[config.mk]
export PLATFORM = sky130hd
export DESIGN_NAME = can_general_control
export DESIGN_NICKNAME = d
export VERILOG_FILES = /design/src/can_gen_pkg.sv /design/src/can_general_control.sv
export VERILOG_INCLUDE_DIRS = /design/src
export SDC_FILE = /design/constraint.sdc
export NUM_CORES = 1
export LEC_CHECK = 0
export BUFFER_PORTS_ARGS = -buffer_cell sky130_fd_sc_hd__buf_2
export CORE_ASPECT_RATIO = 1.4
export CORE_MARGIN = 2
export CORE_UTILIZATION = 50
export CTS_CLUSTER_DIAMETER = 100
export CTS_CLUSTER_SIZE = 20
export DETAILED_ROUTE_END_ITERATION = 12
export PLACE_DENSITY_LB_ADDON = 0.08
export SLEW_MARGIN = 15
export SYNTH_ARGS = -nofsm -noshare
export SYNTH_HDL_FRONTEND = slang
export SYNTH_SLANG_ARGS = --single-unit
[constraint.sdc]
create_clock -name i_clock -period 2.3 [get_ports i_clock]
set_input_delay 0.115 -clock i_clock [delete_from_list [all_inputs] [get_ports i_clock]]
set_output_delay 0.115 -clock i_clock [all_outputs]
set_load 0.01 [all_outputs]
[src/can_gen_cfg.svh]
// What this block does
// - In time-triggered mode, capture-select set captures timer at last EOF bit, else at SOF.
// - Capture-select bit is ignored when time-triggered mode is off.
// - Setting the enable bit enables the controller and ungates its clock.
// - Clearing enable during bus activity lets the current frame finish first.
// - Once disabled, the controller state is frozen.
// - In standby the transmit output is held recessive.
// - In standby the receiver is inactive and the controller clock is stopped.
// - While disabled, registers stay readable and writable.
// - Controller starts running four clock periods after the enable bit is set.
// - Reset clears the whole general control register to zero.
// - A read-only enable flag shows the enable state actually in force.
`ifndef CAN_GEN_CFG_SVH
`define CAN_GEN_CFG_SVH
`define GCON_RESET 8'h00
`define GCON_BIT_ABORT 7
`define GCON_BIT_OVLD 6
`define GCON_BIT_TTC 5
`define GCON_BIT_SYNC 4
`define GCON_BIT_LISTEN 3
`define GCON_BIT_TEST 2
`define GCON_BIT_ENA 1
`define GCON_BIT_CONTROLLER_SOFT_RESET 0
`define ENA_START_CYCLES 2'h2
`endif

[src/can_gen_pkg.sv]
`default_nettype none
package can_gen_pkg;
    // Software write of the control register
    typedef struct packed {
        logic       wr;
        logic [7:0] data;
    } reg_write_t;
    // Bus status from the protocol engine
    typedef struct packed {
        logic sof;
        logic eof_last;
        logic bus_busy;
        logic ovld_start;
    } bus_event_t;
    // Enable sequencing
    typedef enum logic [1:0] {
        ST_OFF = 2'b00,
        ST_WAKE = 2'b01,
        ST_ON = 2'b11,
        ST_DRAIN = 2'b10
    } ena_state_t;
endpackage : can_gen_pkg
`default_nettype wire

[src/can_general_control.sv]
`include "can_gen_cfg.svh"
`default_nettype none
module can_general_control (
    // Clock and reset
    input wire logic i_clock,
    input wire logic i_rst,
    // Register port
    input wire can_gen_pkg::reg_write_t i_wr,
    output logic [7:0] o_general_control_reg,
    output logic o_enable_state_flag,
    // Protocol engine side
    input wire can_gen_pkg::bus_event_t i_bus,
    input wire logic i_engine_txd,
    output logic o_ctrl_clk_en,
    output logic o_ctrl_run,
    output logic o_rx_enable,
    output logic o_txd,
    output logic o_ctrl_soft_reset,
    output logic o_overload_frame_request,
    output logic o_listen_mode,
    output logic o_tt_capture
);
    import can_gen_pkg::*;

    logic [7:0] gcon_reg;
    ena_state_t state_reg;
    logic [1:0] wake_cnt_reg;
    logic ena_bit;
    logic tt_hit;

    // ON and DRAIN both count as running; decoded in more than one place
    function automatic logic is_running(input ena_state_t s);
        return (s == ST_ON) || (s == ST_DRAIN);
    endfunction : is_running

    assign ena_bit = gcon_reg[`GCON_BIT_ENA];

    // Control register; soft reset and overload request clear themselves
    always_ff @(posedge i_clock) begin
        if (i_rst) begin
            gcon_reg <= `GCON_RESET;
        end else begin
            if (i_wr.wr) begin
                gcon_reg <= i_wr.data;
            end else begin
                gcon_reg[`GCON_BIT_CONTROLLER_SOFT_RESET] <= 1'b0;
            end
            // Start of overload frame clears the request, unless rewritten now
            if (i_bus.ovld_start && !(i_wr.wr && i_wr.data[`GCON_BIT_OVLD])) begin
                gcon_reg[`GCON_BIT_OVLD] <= 1'b0;
            end
        end
    end

    // Enable sequencer: wake takes two cycles, drain waits for frame end
    always_ff @(posedge i_clock) begin
        if (i_rst) begin
            state_reg <= ST_OFF;
            wake_cnt_reg <= 2'h0;
        end else begin
            case (state_reg)
                ST_OFF: begin
                    wake_cnt_reg <= 2'h0;
                    if (ena_bit) begin
                        state_reg <= ST_WAKE;
                    end
                end
                ST_WAKE: begin
                    wake_cnt_reg <= wake_cnt_reg + 2'h1;
                    if (!ena_bit) begin
                        state_reg <= ST_OFF;
                    end else if (wake_cnt_reg == `ENA_START_CYCLES - 2'h1) begin
                        state_reg <= ST_ON;
                    end
                end
                ST_ON: begin
                    if (!ena_bit) begin
                        state_reg <= ST_DRAIN;
                    end
                end
                ST_DRAIN: begin
                    if (ena_bit) begin
                        state_reg <= ST_ON;
                    end else if (!i_bus.bus_busy) begin
                        state_reg <= ST_OFF;
                    end
                end
                default: begin
                    state_reg <= ST_OFF;
                end
            endcase
        end
    end

    // Capture point only matters in time-triggered mode
    assign tt_hit = gcon_reg[`GCON_BIT_TTC] &&
        (gcon_reg[`GCON_BIT_SYNC] ? i_bus.eof_last : i_bus.sof);

    // Readback copy of the control register, one cycle behind the store
    always_ff @(posedge i_clock) begin
        if (i_rst) begin
            o_general_control_reg <= `GCON_RESET;
        end else begin
            o_general_control_reg <= gcon_reg;
        end
    end

    // Enable flag shows the mode in force, not the bit just written
    always_ff @(posedge i_clock) begin
        if (i_rst) begin
            o_enable_state_flag <= 1'b0;
        end else begin
            o_enable_state_flag <= is_running(state_reg);
        end
    end

    // Clock gate opens as soon as the bit is seen, so wake can count
    always_ff @(posedge i_clock) begin
        if (i_rst) begin
            o_ctrl_clk_en <= 1'b0;
        end else begin
            o_ctrl_clk_en <= (state_reg != ST_OFF) || ena_bit;
        end
    end

    // Controller runs only once wake is over; frozen when off
    always_ff @(posedge i_clock) begin
        if (i_rst) begin
            o_ctrl_run <= 1'b0;
        end else begin
            o_ctrl_run <= is_running(state_reg);
        end
    end

    // Receiver stays off in standby
    always_ff @(posedge i_clock) begin
        if (i_rst) begin
            o_rx_enable <= 1'b0;
        end else begin
            o_rx_enable <= (state_reg != ST_OFF);
        end
    end

    // Standby forces recessive; otherwise the engine bit, one cycle late
    always_ff @(posedge i_clock) begin
        if (i_rst) begin
            o_txd <= 1'b1;
        end else begin
            o_txd <= (state_reg == ST_OFF) ? 1'b1 : i_engine_txd;
        end
    end

    // Soft reset pulse lasts as long as the self-clearing bit
    always_ff @(posedge i_clock) begin
        if (i_rst) begin
            o_ctrl_soft_reset <= 1'b0;
        end else begin
            o_ctrl_soft_reset <= gcon_reg[`GCON_BIT_CONTROLLER_SOFT_RESET];
        end
    end

    // Overload request stands until the engine reports its start
    always_ff @(posedge i_clock) begin
        if (i_rst) begin
            o_overload_frame_request <= 1'b0;
        end else begin
            o_overload_frame_request <= gcon_reg[`GCON_BIT_OVLD];
        end
    end

    // Listening mode is a plain copy of its bit
    always_ff @(posedge i_clock) begin
        if (i_rst) begin
            o_listen_mode <= 1'b0;
        end else begin
            o_listen_mode <= gcon_reg[`GCON_BIT_LISTEN];
        end
    end

    // Timer capture pulse, one cycle after the chosen frame point
    always_ff @(posedge i_clock) begin
        if (i_rst) begin
            o_tt_capture <= 1'b0;
        end else begin
            o_tt_capture <= tt_hit;
        end
    end

    // Assertions: standby behaviour
    a_standby_tx_recessive: assert property (@(posedge i_clock) disable iff (i_rst)
        $past(state_reg) == ST_OFF |-> o_txd)
        else $error("tx not recessive in standby");

    a_tx_follows_engine: assert property (@(posedge i_clock) disable iff (i_rst)
        state_reg != ST_OFF |=> o_txd == $past(i_engine_txd))
        else $error("tx does not follow engine");

    a_clk_stop_standby: assert property (@(posedge i_clock) disable iff (i_rst)
        state_reg == ST_OFF && !ena_bit |=> !o_ctrl_clk_en)
        else $error("clock runs in standby");

    a_rx_on_active: assert property (@(posedge i_clock) disable iff (i_rst)
        state_reg != ST_OFF |=> o_rx_enable)
        else $error("receiver off while active");

    a_run_frozen_off: assert property (@(posedge i_clock) disable iff (i_rst)
        state_reg == ST_OFF |=> !o_ctrl_run)
        else $error("controller runs while off");

    a_flag_state: assert property (@(posedge i_clock) disable iff (i_rst)
        state_reg == ST_OFF |=> !o_enable_state_flag && !o_rx_enable)
        else $error("flag on while off");

    // Assertions: enable sequencing
    a_clk_on_enable: assert property (@(posedge i_clock) disable iff (i_rst)
        ena_bit |=> o_ctrl_clk_en)
        else $error("clock gated while enabled");

    a_off_to_wake: assert property (@(posedge i_clock) disable iff (i_rst)
        state_reg == ST_OFF && ena_bit |=> state_reg == ST_WAKE)
        else $error("enable not taken");

    a_wake_two_cycles: assert property (@(posedge i_clock) disable iff (i_rst)
        (state_reg == ST_OFF && ena_bit) ##1 ena_bit [*2] |=> state_reg == ST_ON)
        else $error("wake delay wrong");

    a_wake_not_early: assert property (@(posedge i_clock) disable iff (i_rst)
        state_reg == ST_WAKE |=> !o_ctrl_run)
        else $error("controller ran during wake");

    a_on_to_drain: assert property (@(posedge i_clock) disable iff (i_rst)
        state_reg == ST_ON && !ena_bit |=> state_reg == ST_DRAIN)
        else $error("disable not taken");

    a_drain_holds: assert property (@(posedge i_clock) disable iff (i_rst)
        (state_reg == ST_DRAIN && i_bus.bus_busy && !ena_bit) |=> state_reg == ST_DRAIN)
        else $error("frame cut off");

    a_drain_keeps_run: assert property (@(posedge i_clock) disable iff (i_rst)
        state_reg == ST_DRAIN |=> o_ctrl_run)
        else $error("controller stopped mid frame");

    a_drain_to_off: assert property (@(posedge i_clock) disable iff (i_rst)
        state_reg == ST_DRAIN && !ena_bit && !i_bus.bus_busy |=> state_reg == ST_OFF)
        else $error("drain did not end");

    a_flag_follows: assert property (@(posedge i_clock) disable iff (i_rst)
        is_running(state_reg) |=> o_enable_state_flag)
        else $error("flag off while running");

    a_flag_off_wake: assert property (@(posedge i_clock) disable iff (i_rst)
        state_reg == ST_WAKE |=> !o_enable_state_flag)
        else $error("flag on during wake");

    // Assertions: register and request bits
    a_reset_clears_reg: assert property (@(posedge i_clock)
        i_rst |=> gcon_reg == `GCON_RESET && o_general_control_reg == `GCON_RESET)
        else $error("register not cleared by reset");

    a_write_lands: assert property (@(posedge i_clock) disable iff (i_rst)
        i_wr.wr |=> gcon_reg == $past(i_wr.data))
        else $error("write lost");

    a_readback_follows: assert property (@(posedge i_clock) disable iff (i_rst)
        i_wr.wr |=> ##1 o_general_control_reg == $past(gcon_reg))
        else $error("readback stale");

    a_controller_soft_reset_clears: assert property (@(posedge i_clock) disable iff (i_rst)
        gcon_reg[`GCON_BIT_CONTROLLER_SOFT_RESET] && !i_wr.wr |=> !gcon_reg[`GCON_BIT_CONTROLLER_SOFT_RESET])
        else $error("soft reset stuck");

    a_soft_reset_out: assert property (@(posedge i_clock) disable iff (i_rst)
        gcon_reg[`GCON_BIT_CONTROLLER_SOFT_RESET] |=> o_ctrl_soft_reset)
        else $error("soft reset not issued");

    a_ovld_clears: assert property (@(posedge i_clock) disable iff (i_rst)
        i_bus.ovld_start && !i_wr.wr |=> !gcon_reg[`GCON_BIT_OVLD])
        else $error("overload request stuck");

    a_ovld_out: assert property (@(posedge i_clock) disable iff (i_rst)
        gcon_reg[`GCON_BIT_OVLD] |=> o_overload_frame_request)
        else $error("overload request not shown");

    a_listen_copy: assert property (@(posedge i_clock) disable iff (i_rst)
        gcon_reg[`GCON_BIT_LISTEN] |=> o_listen_mode)
        else $error("listening mode not shown");

    // Assertions: time-triggered capture
    a_tt_ignored: assert property (@(posedge i_clock) disable iff (i_rst)
        !gcon_reg[`GCON_BIT_TTC] |=> !o_tt_capture)
        else $error("capture outside tt mode");

    a_tt_point: assert property (@(posedge i_clock) disable iff (i_rst)
        gcon_reg[`GCON_BIT_TTC] && gcon_reg[`GCON_BIT_SYNC] && i_bus.eof_last |=> o_tt_capture)
        else $error("eof capture missed");

    a_sof_point: assert property (@(posedge i_clock) disable iff (i_rst)
        gcon_reg[`GCON_BIT_TTC] && !gcon_reg[`GCON_BIT_SYNC] && i_bus.sof |=> o_tt_capture)
        else $error("sof capture missed");
endmodule : can_general_control
`default_nettype wire

# Word-level counts from Yosys, hierarchy flattened
# Cells that the tools add are included.
[word_totals] out_inout_bits=17 elab_cells=46 ff_bits=28 inputBits=16
[classes] add_sub_neg=1 n_bitwise=1 eq_ne=8 reduce_logical=13 mux=9
[op_table] op="2-bit 2-to-1 mux" count=6
[op_table] op="2-bit case mux with 4 select lines" count=1
[op_table] op="3-bit inequality test (second input constant)" count=2
[op_table] op="2-bit OR reduction" count=3
[op_table] op="2-bit by 1-bit equality test with 1-bit output (second input constant)" count=2
[op_table] op="2-bit equality test (second input constant)" count=2
[op_table] op="2-bit inequality test (second input constant)" count=2
[op_table] op="2-bit case mux with 2 select lines" count=1
[op_table] op="4-bit AND reduction" count=1
[op_table] op="2-bit nonzero test" count=2
[op_table] op="1-bit logical AND" count=3
[op_table] op="2-bit by 1-bit adder with 2-bit output (second input constant)" count=1
[op_table] op="2-bit zero test" count=1
[op_table] op="1-bit logical OR" count=2
[op_table] op="1-bit zero test" count=1
[op_table] op="1-bit 2-to-1 mux" count=1
[op_table] op="1-bit inverter" count=1

# Depth between registers and ports, before layout
# Gate-level depths: netlist (run 1).
[depth] word_depth=4 depth_mapped=5

# Worst setup path before layout (run 1)
# No wires, ideal clock.
[synth_path] path_type="register to register" start="reg state_reg[0]" end="reg state_reg[0]" arrival_ns=1.228 setup_ns=0.121 synth_period_minus_slack_ns=1.349 slack_ns=0.951 path_buffers=0 path_stages_with_launch=6 required_time_ns=2.179 cell_sequence="dfxtp_1 inv_1 ha_1 a211oi_2 a31oi_1 mux2_2"
[synth_between] elab_chain_cells=3
[synth_lines] item="start, declared" line="can_general_control.sv:26" text="ena_state_t state_reg;"
[synth_lines] item="start signal, assigned" line="can_general_control.sv:58" text="state_reg <= ST_OFF;"
[synth_lines] item="start signal, assigned" line="can_general_control.sv:65" text="state_reg <= ST_WAKE;"
[synth_lines] item="start signal, assigned" line="can_general_control.sv:71" text="state_reg <= ST_OFF;"
[synth_lines] item="2-bit by 1-bit equality test with 1-bit output (tied with other cells)" line="can_general_control.sv:61" text="case (state_reg)"
[synth_lines] item="3-bit inequality test (no line) / 2-bit inequality test (equally long branches)"
[synth_lines] item="4-bit AND reduction (no line)"
# Several ways; a longest one is shown, not always the timed one.
# A chain may end at the register's enable or synchronous reset.

# Final worst setup path (run 1)
[layout_path] start="reg state_reg[1]" end="reg state_reg[1]"
# Same word-level chain as after synthesis.

==> results of run 1 <==
metal layers:
metal	routed length, µm	track usage
met4	18	0.0857
met3	70	0.0241
met1	601	0.165
met2	800	0.254
met5	0	0
cell usage after synthesis (all sizes together), types with 2 or more instances:
cell / count / area share
a21oi: 2 / 0.011
mux2i: 8 / 0.084
ha: 6 / 0.079
nor2: 15 / 0.059
dfxtp: 25 / 0.53
inv: 4 / 0.016
nor2b: 9 / 0.059
mux2: 2 / 0.024
buf: 7 / 0.047
a211oi: 2 / 0.021
or2: 2 / 0.013
path summary, 6_finish.rpt:
kind,start,depth (start not counted),to
setup / recovery,state_reg[1]$_SDFFE_PP0P_,5,state_reg[1]$_SDFFE_PP0P_
hold / removal,i_wr[6],3,gcon_reg[6]$_SDFFE_PP0P_
setup reg to reg,state_reg[1]$_SDFFE_PP0P_,5,state_reg[1]$_SDFFE_PP0P_
hold reg to reg,gcon_reg[0]$_SDFF_PP0_,1,o_general_control_reg[0]$_SDFF_PP0_
through the flow:
| stage | utilization | setup WS, ns |
|---|---|---|
| 6_report | 0.634 | 0.816 |
| 5_1_grt | 0.634 | 0.737 |
| 4_1_cts | 0.634 | 0.816 |
| 3_5_place_dp | 0.613 | 0.831 |
| 3_3_place_gp | 0.613 | 0.870 |
| 2_1_floorplan | - | 0.951 |
cells by family (layout without fill, tap and decap cells):
| logic type | count (synthesis) | count (layout) | share of synthesized area |
|---|---|---|---|
| buf+inv | 11 | 41 | 0.0632 |
| compound gates | 6 | 6 | 0.0488 |
| mux | 10 | 10 | 0.108 |
| fa+ha+maj | 6 | 6 | 0.0790 |
| simple gates | 32 | 32 | 0.174 |
| flops | 25 | 25 | 0.527 |
area by class of cell:
class | instances | share of cell area
clock buffers | 3 | 0.0200
clock inverters | 1 | 0.00444
inverters | 4 | 0.0133
multi-input cells | 54 | 0.345
flip-flops and latches | 25 | 0.444
well taps | 20 | 0.0222
repair buffers | 33 | 0.151
where the power goes:
group          internal [mW]  switching [mW]
Combinational         0.0761          0.0763
Sequential             0.463          0.0140
Clock                 0.0649           0.120
worst max-delay path: stages (launching register included):
cell and delay [ns]:
dfxtp_1 0.34, inv_1 0.11, ha_1 0.26, nand2b_1 0.08
a31oi_1 0.24, mux2_2 0.36
==> run_results.csv, run 1 <==
group,metric,value,unit
run_status,status,"finished clean",
detailed_routing,wl_per_cell,10.6,µm
synthesis,ys_seq_elements,25,
die,die_area,0.00227,mm²
sta,maxSlewHeadroom,0.723,
detailed_routing,drt.antenna.violating_nets,0,
detailed_routing,drt-pass1-iter-count,4,
worst_setup_path,arrival,1.69,ns
synthesis,synth_warnings,0,
worst_setup_path,path_max_fanout,5,
worst_setup_path,rrSetupSlack,0.82,ns
global_route,grt_pass1_vias,602,
global_route,grt_first_pass_wirelength,2430,µm
final_layout,n_antenna_cell,0,
die,io_pins,33,
final_layout,final_cell_mix,"buf_2, dfxtp_1, nor2_1",
synthesis,synth_edf_count,0,
final_layout,finalNetCount,143,
sta,worst_slew_pin_slew,0.415,ns
clocking,clock_sinks,25,
placed_design,placed_area,0.00109,mm²
clocking,cts_hold_buffers,1,
final_layout,final_common_cell,"buf_2",
sta,clock_skew,0.0103,ns
synthesis,synthArstFlopShare,0,
placed_design,gp_congestion,0.738,
detailed_routing,via_per_inst,4.83,
detailed_routing,vias,676,
synthesis,syn_nets,112,
die,die_height,55.6,µm
clocking,cts_tree,"done",
placed_design,dp_cells,135,
synthesis,avgSynthCellArea,10.6,µm²
synthesis,syn_area,950,µm²
final_layout,fin_area,0.00113,mm²
sta,finalSetupViolCount,0,
die,row_count,18,
clocking,cts_made_buffers,3,
synthesis,ys_types,21,
global_route,antenna_found_initial,0,
synthesis,syn_inst,90,
worst_setup_path,critical_path_class,"reg -> reg",
pwr,powerDensity,722,mW/mm²
min_path,hold_class,"in -> reg",
flow_run,cap_violations,0,
global_route,grt_max_degree,26,
clocking,cts.clk_slew.worst_paths,0.13,ns
clocking,postCtsResizedCells,0,
final_layout,synthToLayoutAreaGrowth,18.7,%
clocking,clkLatencyLatePin,0.31,ns
clocking,post_cts_buffers,0,
sta,setup_tns,0,ns
clocking,cts.htree.levels,1,
final_layout,fillers,162,
worst_setup_path,critical_path_required,2.50,ns
global_route,track_usage,0.152,
placed_design,portBuffers,32,
die,start_util,0.534,
sta,finalHoldViolations,0,
sta,max_freq,674,MHz
sta,period_minus_slack,1.48,ns
global_route,grt_overflow_total,0,
sta,whs,0.0315,ns
final_layout,instances_no_fill,140,
worst_setup_path,critPathCaptureType,"flip-flop",
detailed_routing,dr.first_iter.drc_count,8,
pwr,ir_drop,0.433,mV
sta,maxSlewViolCount,0,
pwr,p_total,814,µW
sta,grt_setup_unrepaired,"no",
worst_setup_path,start_kind,"flip-flop",
final_layout,seq_area,500,µm²
detailed_routing,wl,1490,µm
placed_design,dp.final_hpwl,1130,µm
die,coreArea,0.00178,mm²
detailed_routing,drc,0,
clocking,clock_path_buffers,2,
pwr,power.leakage,0.552,nW
final_layout,drive_gt1_frac,0.350,
synthesis,synthFlopType,"dfxtp_1",
clocking,cts.root.buffer_cell,"clkbuf_4",
synthesis,ys_seq_area_frac,0.527,
die,die_w,40.8,µm
final_layout,multiInputGateArea,389,µm²
sta,period_share,0.645,
Note: power is estimated with default switching activity, not from simulation.
==> inputs of run 2 (changes only) <==
Settings changed: CORE_UTILIZATION 50 to 43.
Clock period 2.3 ns to 1.25 ns, I/O delays scaled along.
==> run_results.csv, run 2 (same netlist as run 1, synthesis figures left out) <==
group,metric,value,unit
die,io_pins,33,
detailed_routing,wl_per_cell,11.5,µm
worst_setup_path,cpPeakStageDelay,0.41,ns
run_status,violations,"setup timing",
sta,fin_ws,-0.0849,ns
global_route,grt_overflow_total,0,
placed_design,gp_congestion,0.775,
sta,maxSlewHeadroom,0.720,
sta,worst_slew_pin_slew,0.419,ns
sta,setup_tns,-0.169,ns
die,die_w,43.7,µm
run_status,status,"finished with violations",
clocking,cts.htree.levels,1,
clocking,cts.clk_slew.worst_paths,0.13,ns
worst_setup_path,cpMaxStageDelayCell,"dfxtp_4",
worst_setup_path,critPathCaptureType,"flip-flop",
sta,finalHoldViolations,0,
global_route,antenna_found_initial,0,
die,die_area,0.00261,mm²
clocking,cts_made_buffers,3,
final_layout,finalNetCount,159,
sta,grt_setup_unrepaired,"yes",
clocking,clock_sinks,25,
global_route,grt_first_pass_wirelength,2900,µm
global_route,grt_pass1_vias,720,
detailed_routing,drc,0,
pwr,powerDensity,1240,mW/mm²
detailed_routing,dr.first_iter.drc_count,4,
clocking,clock_path_buffers,2,
worst_setup_path,worst-path-buf-inv,1,
flow_run,cap_violations,0,
detailed_routing,vias,742,
global_route,grt_max_degree,26,
final_layout,n_antenna_cell,0,
pwr,power.leakage,0.636,nW
sta,maxSlewViolCount,0,
pwr,ir_drop,0.828,mV
die,start_util,0.446,
final_layout,fin_util,0.648,
placed_design,placed_area,0.00119,mm²
clocking,cts.root.buffer_cell,"clkbuf_4",
final_layout,final_common_cell,"buf_2",
worst_setup_path,critPathTopFamily,"flip-flops",
final_layout,drive_gt1_frac,0.456,
placed_design,dp.final_hpwl,1260,µm
detailed_routing,drt-pass1-iter-count,2,
global_route,track_usage,0.149,
final_layout,final_cell_mix,"buf_2, dfxtp_1, nor2_1",
worst_setup_path,critical_path_class,"reg -> reg",
sta,period_minus_slack,1.33,ns
worst_setup_path,start_kind,"flip-flop",
pwr,p_total,1.71,mW
final_layout,synthToLayoutAreaGrowth,45.1,%
clocking,clkLatencyLatePin,0.31,ns
worst_setup_path,crit_chain,"inv_6, ha_4, or2_2, a21oi_2, mux2_4",
worst_setup_path,critical_path_required,1.51,ns
sta,period_share,1.07,
worst_setup_path,arrival,1.59,ns
placed_design,portBuffers,32,
sta,max_freq,749,MHz
min_path,hold_class,"in -> reg",
final_layout,fin_area,0.00138,mm²
sta,clock_skew,0.00952,ns
die,die_height,59.6,µm
detailed_routing,wl,1810,µm
sta,finalSetupViolCount,2,
clocking,cts_tree,"done",
die,row_count,20,
worst_setup_path,path_max_fanout,3,
detailed_routing,drt.antenna.violating_nets,0,
detailed_routing,via_per_inst,4.70,
die,coreArea,0.00213,mm²
run 2: changes by cell type in the layout (fill, tap and decap cells not counted), sizes merged:
cell | before | now
clkinv | 1 | 0
buf | 32 | 40
dlygate4sd3 | 1 | 9
clkinvlp | 0 | 1
run 2: worst register-to-register path, delay by kind of cell (launching register included):
family | cells | cell delay, ns
simple gates | 1 | 0.31
fa+ha+maj | 1 | 0.23
mux | 1 | 0.15
compound gates | 1 | 0.14
flops | 1 | 0.41
buf+inv | 1 | 0.05
run 2: cell type report:
cell class / instances / area, µm²
tap: 22 / 27.5
timing repair buffer: 49 / 314
clock buffer: 3 / 22.5
clock inverter: 1 / 7.51
inverter: 4 / 22.5
multi-input combinational: 54 / 475
fill: 189 / 749
sequential: 25 / 508
run 2: where the power goes:
group | switching, mW | internal (mW)
sequential | 0.0369 | 0.856
combinational | 0.195 | 0.264
clock | 0.234 | 0.122
total | 0.466 | 1.24
run 2: final timing paths:
kind | cells past startpoint | endpoint | startpoint | slack, ns
max | 5 | state_reg[0]$_SDFFE_PP0P_ | state_reg[1]$_SDFFE_PP0P_ | -0.08
min reg2reg | 1 | o_general_control_reg[0]$_SDFF_PP0_ | gcon_reg[0]$_SDFF_PP0_ | 0.47
max reg2reg | 5 | state_reg[0]$_SDFFE_PP0P_ | state_reg[1]$_SDFFE_PP0P_ | -0.08
min | 3 | gcon_reg[3]$_SDFFE_PP0P_ | i_wr[3] | 0.005
run 2: per-layer routing:
layer | global-route usage | vias up | share of wire
met5 | 0 | - | 0
met4 | 0.0519 | 0 | 0.0061
met3 | 0.0305 | 2 | 0.056
met2 | 0.284 | 22 | 0.58
met1 | 0.156 | 339 | 0.36
li1 | - | 379 | -
run 2: through the flow:
| stage | hold WS, ns | instances | setup WS, ns |
|---|---|---|---|
| floorplan | 0.136 | 90 | -0.0414 |
| global placement | 0.248 | 145 | -0.0839 |
| detailed placement | 0.251 | 145 | -0.100 |
| CTS | 0.00725 | 158 | -0.0801 |
| global route | 0.0112 | 158 | -0.138 |
| finish | 0.00514 | 158 | -0.0849 |
run 2: what timing repair did:
action | in CTS | in global routing
hold buffers | 9 | 0
endpoints found under the hold margin | 8 | 0
resized for setup | 3 | 11
pin swaps | 1 | 1
setup endpoints to repair | 2 | 4
setup buffers | 0 | 0
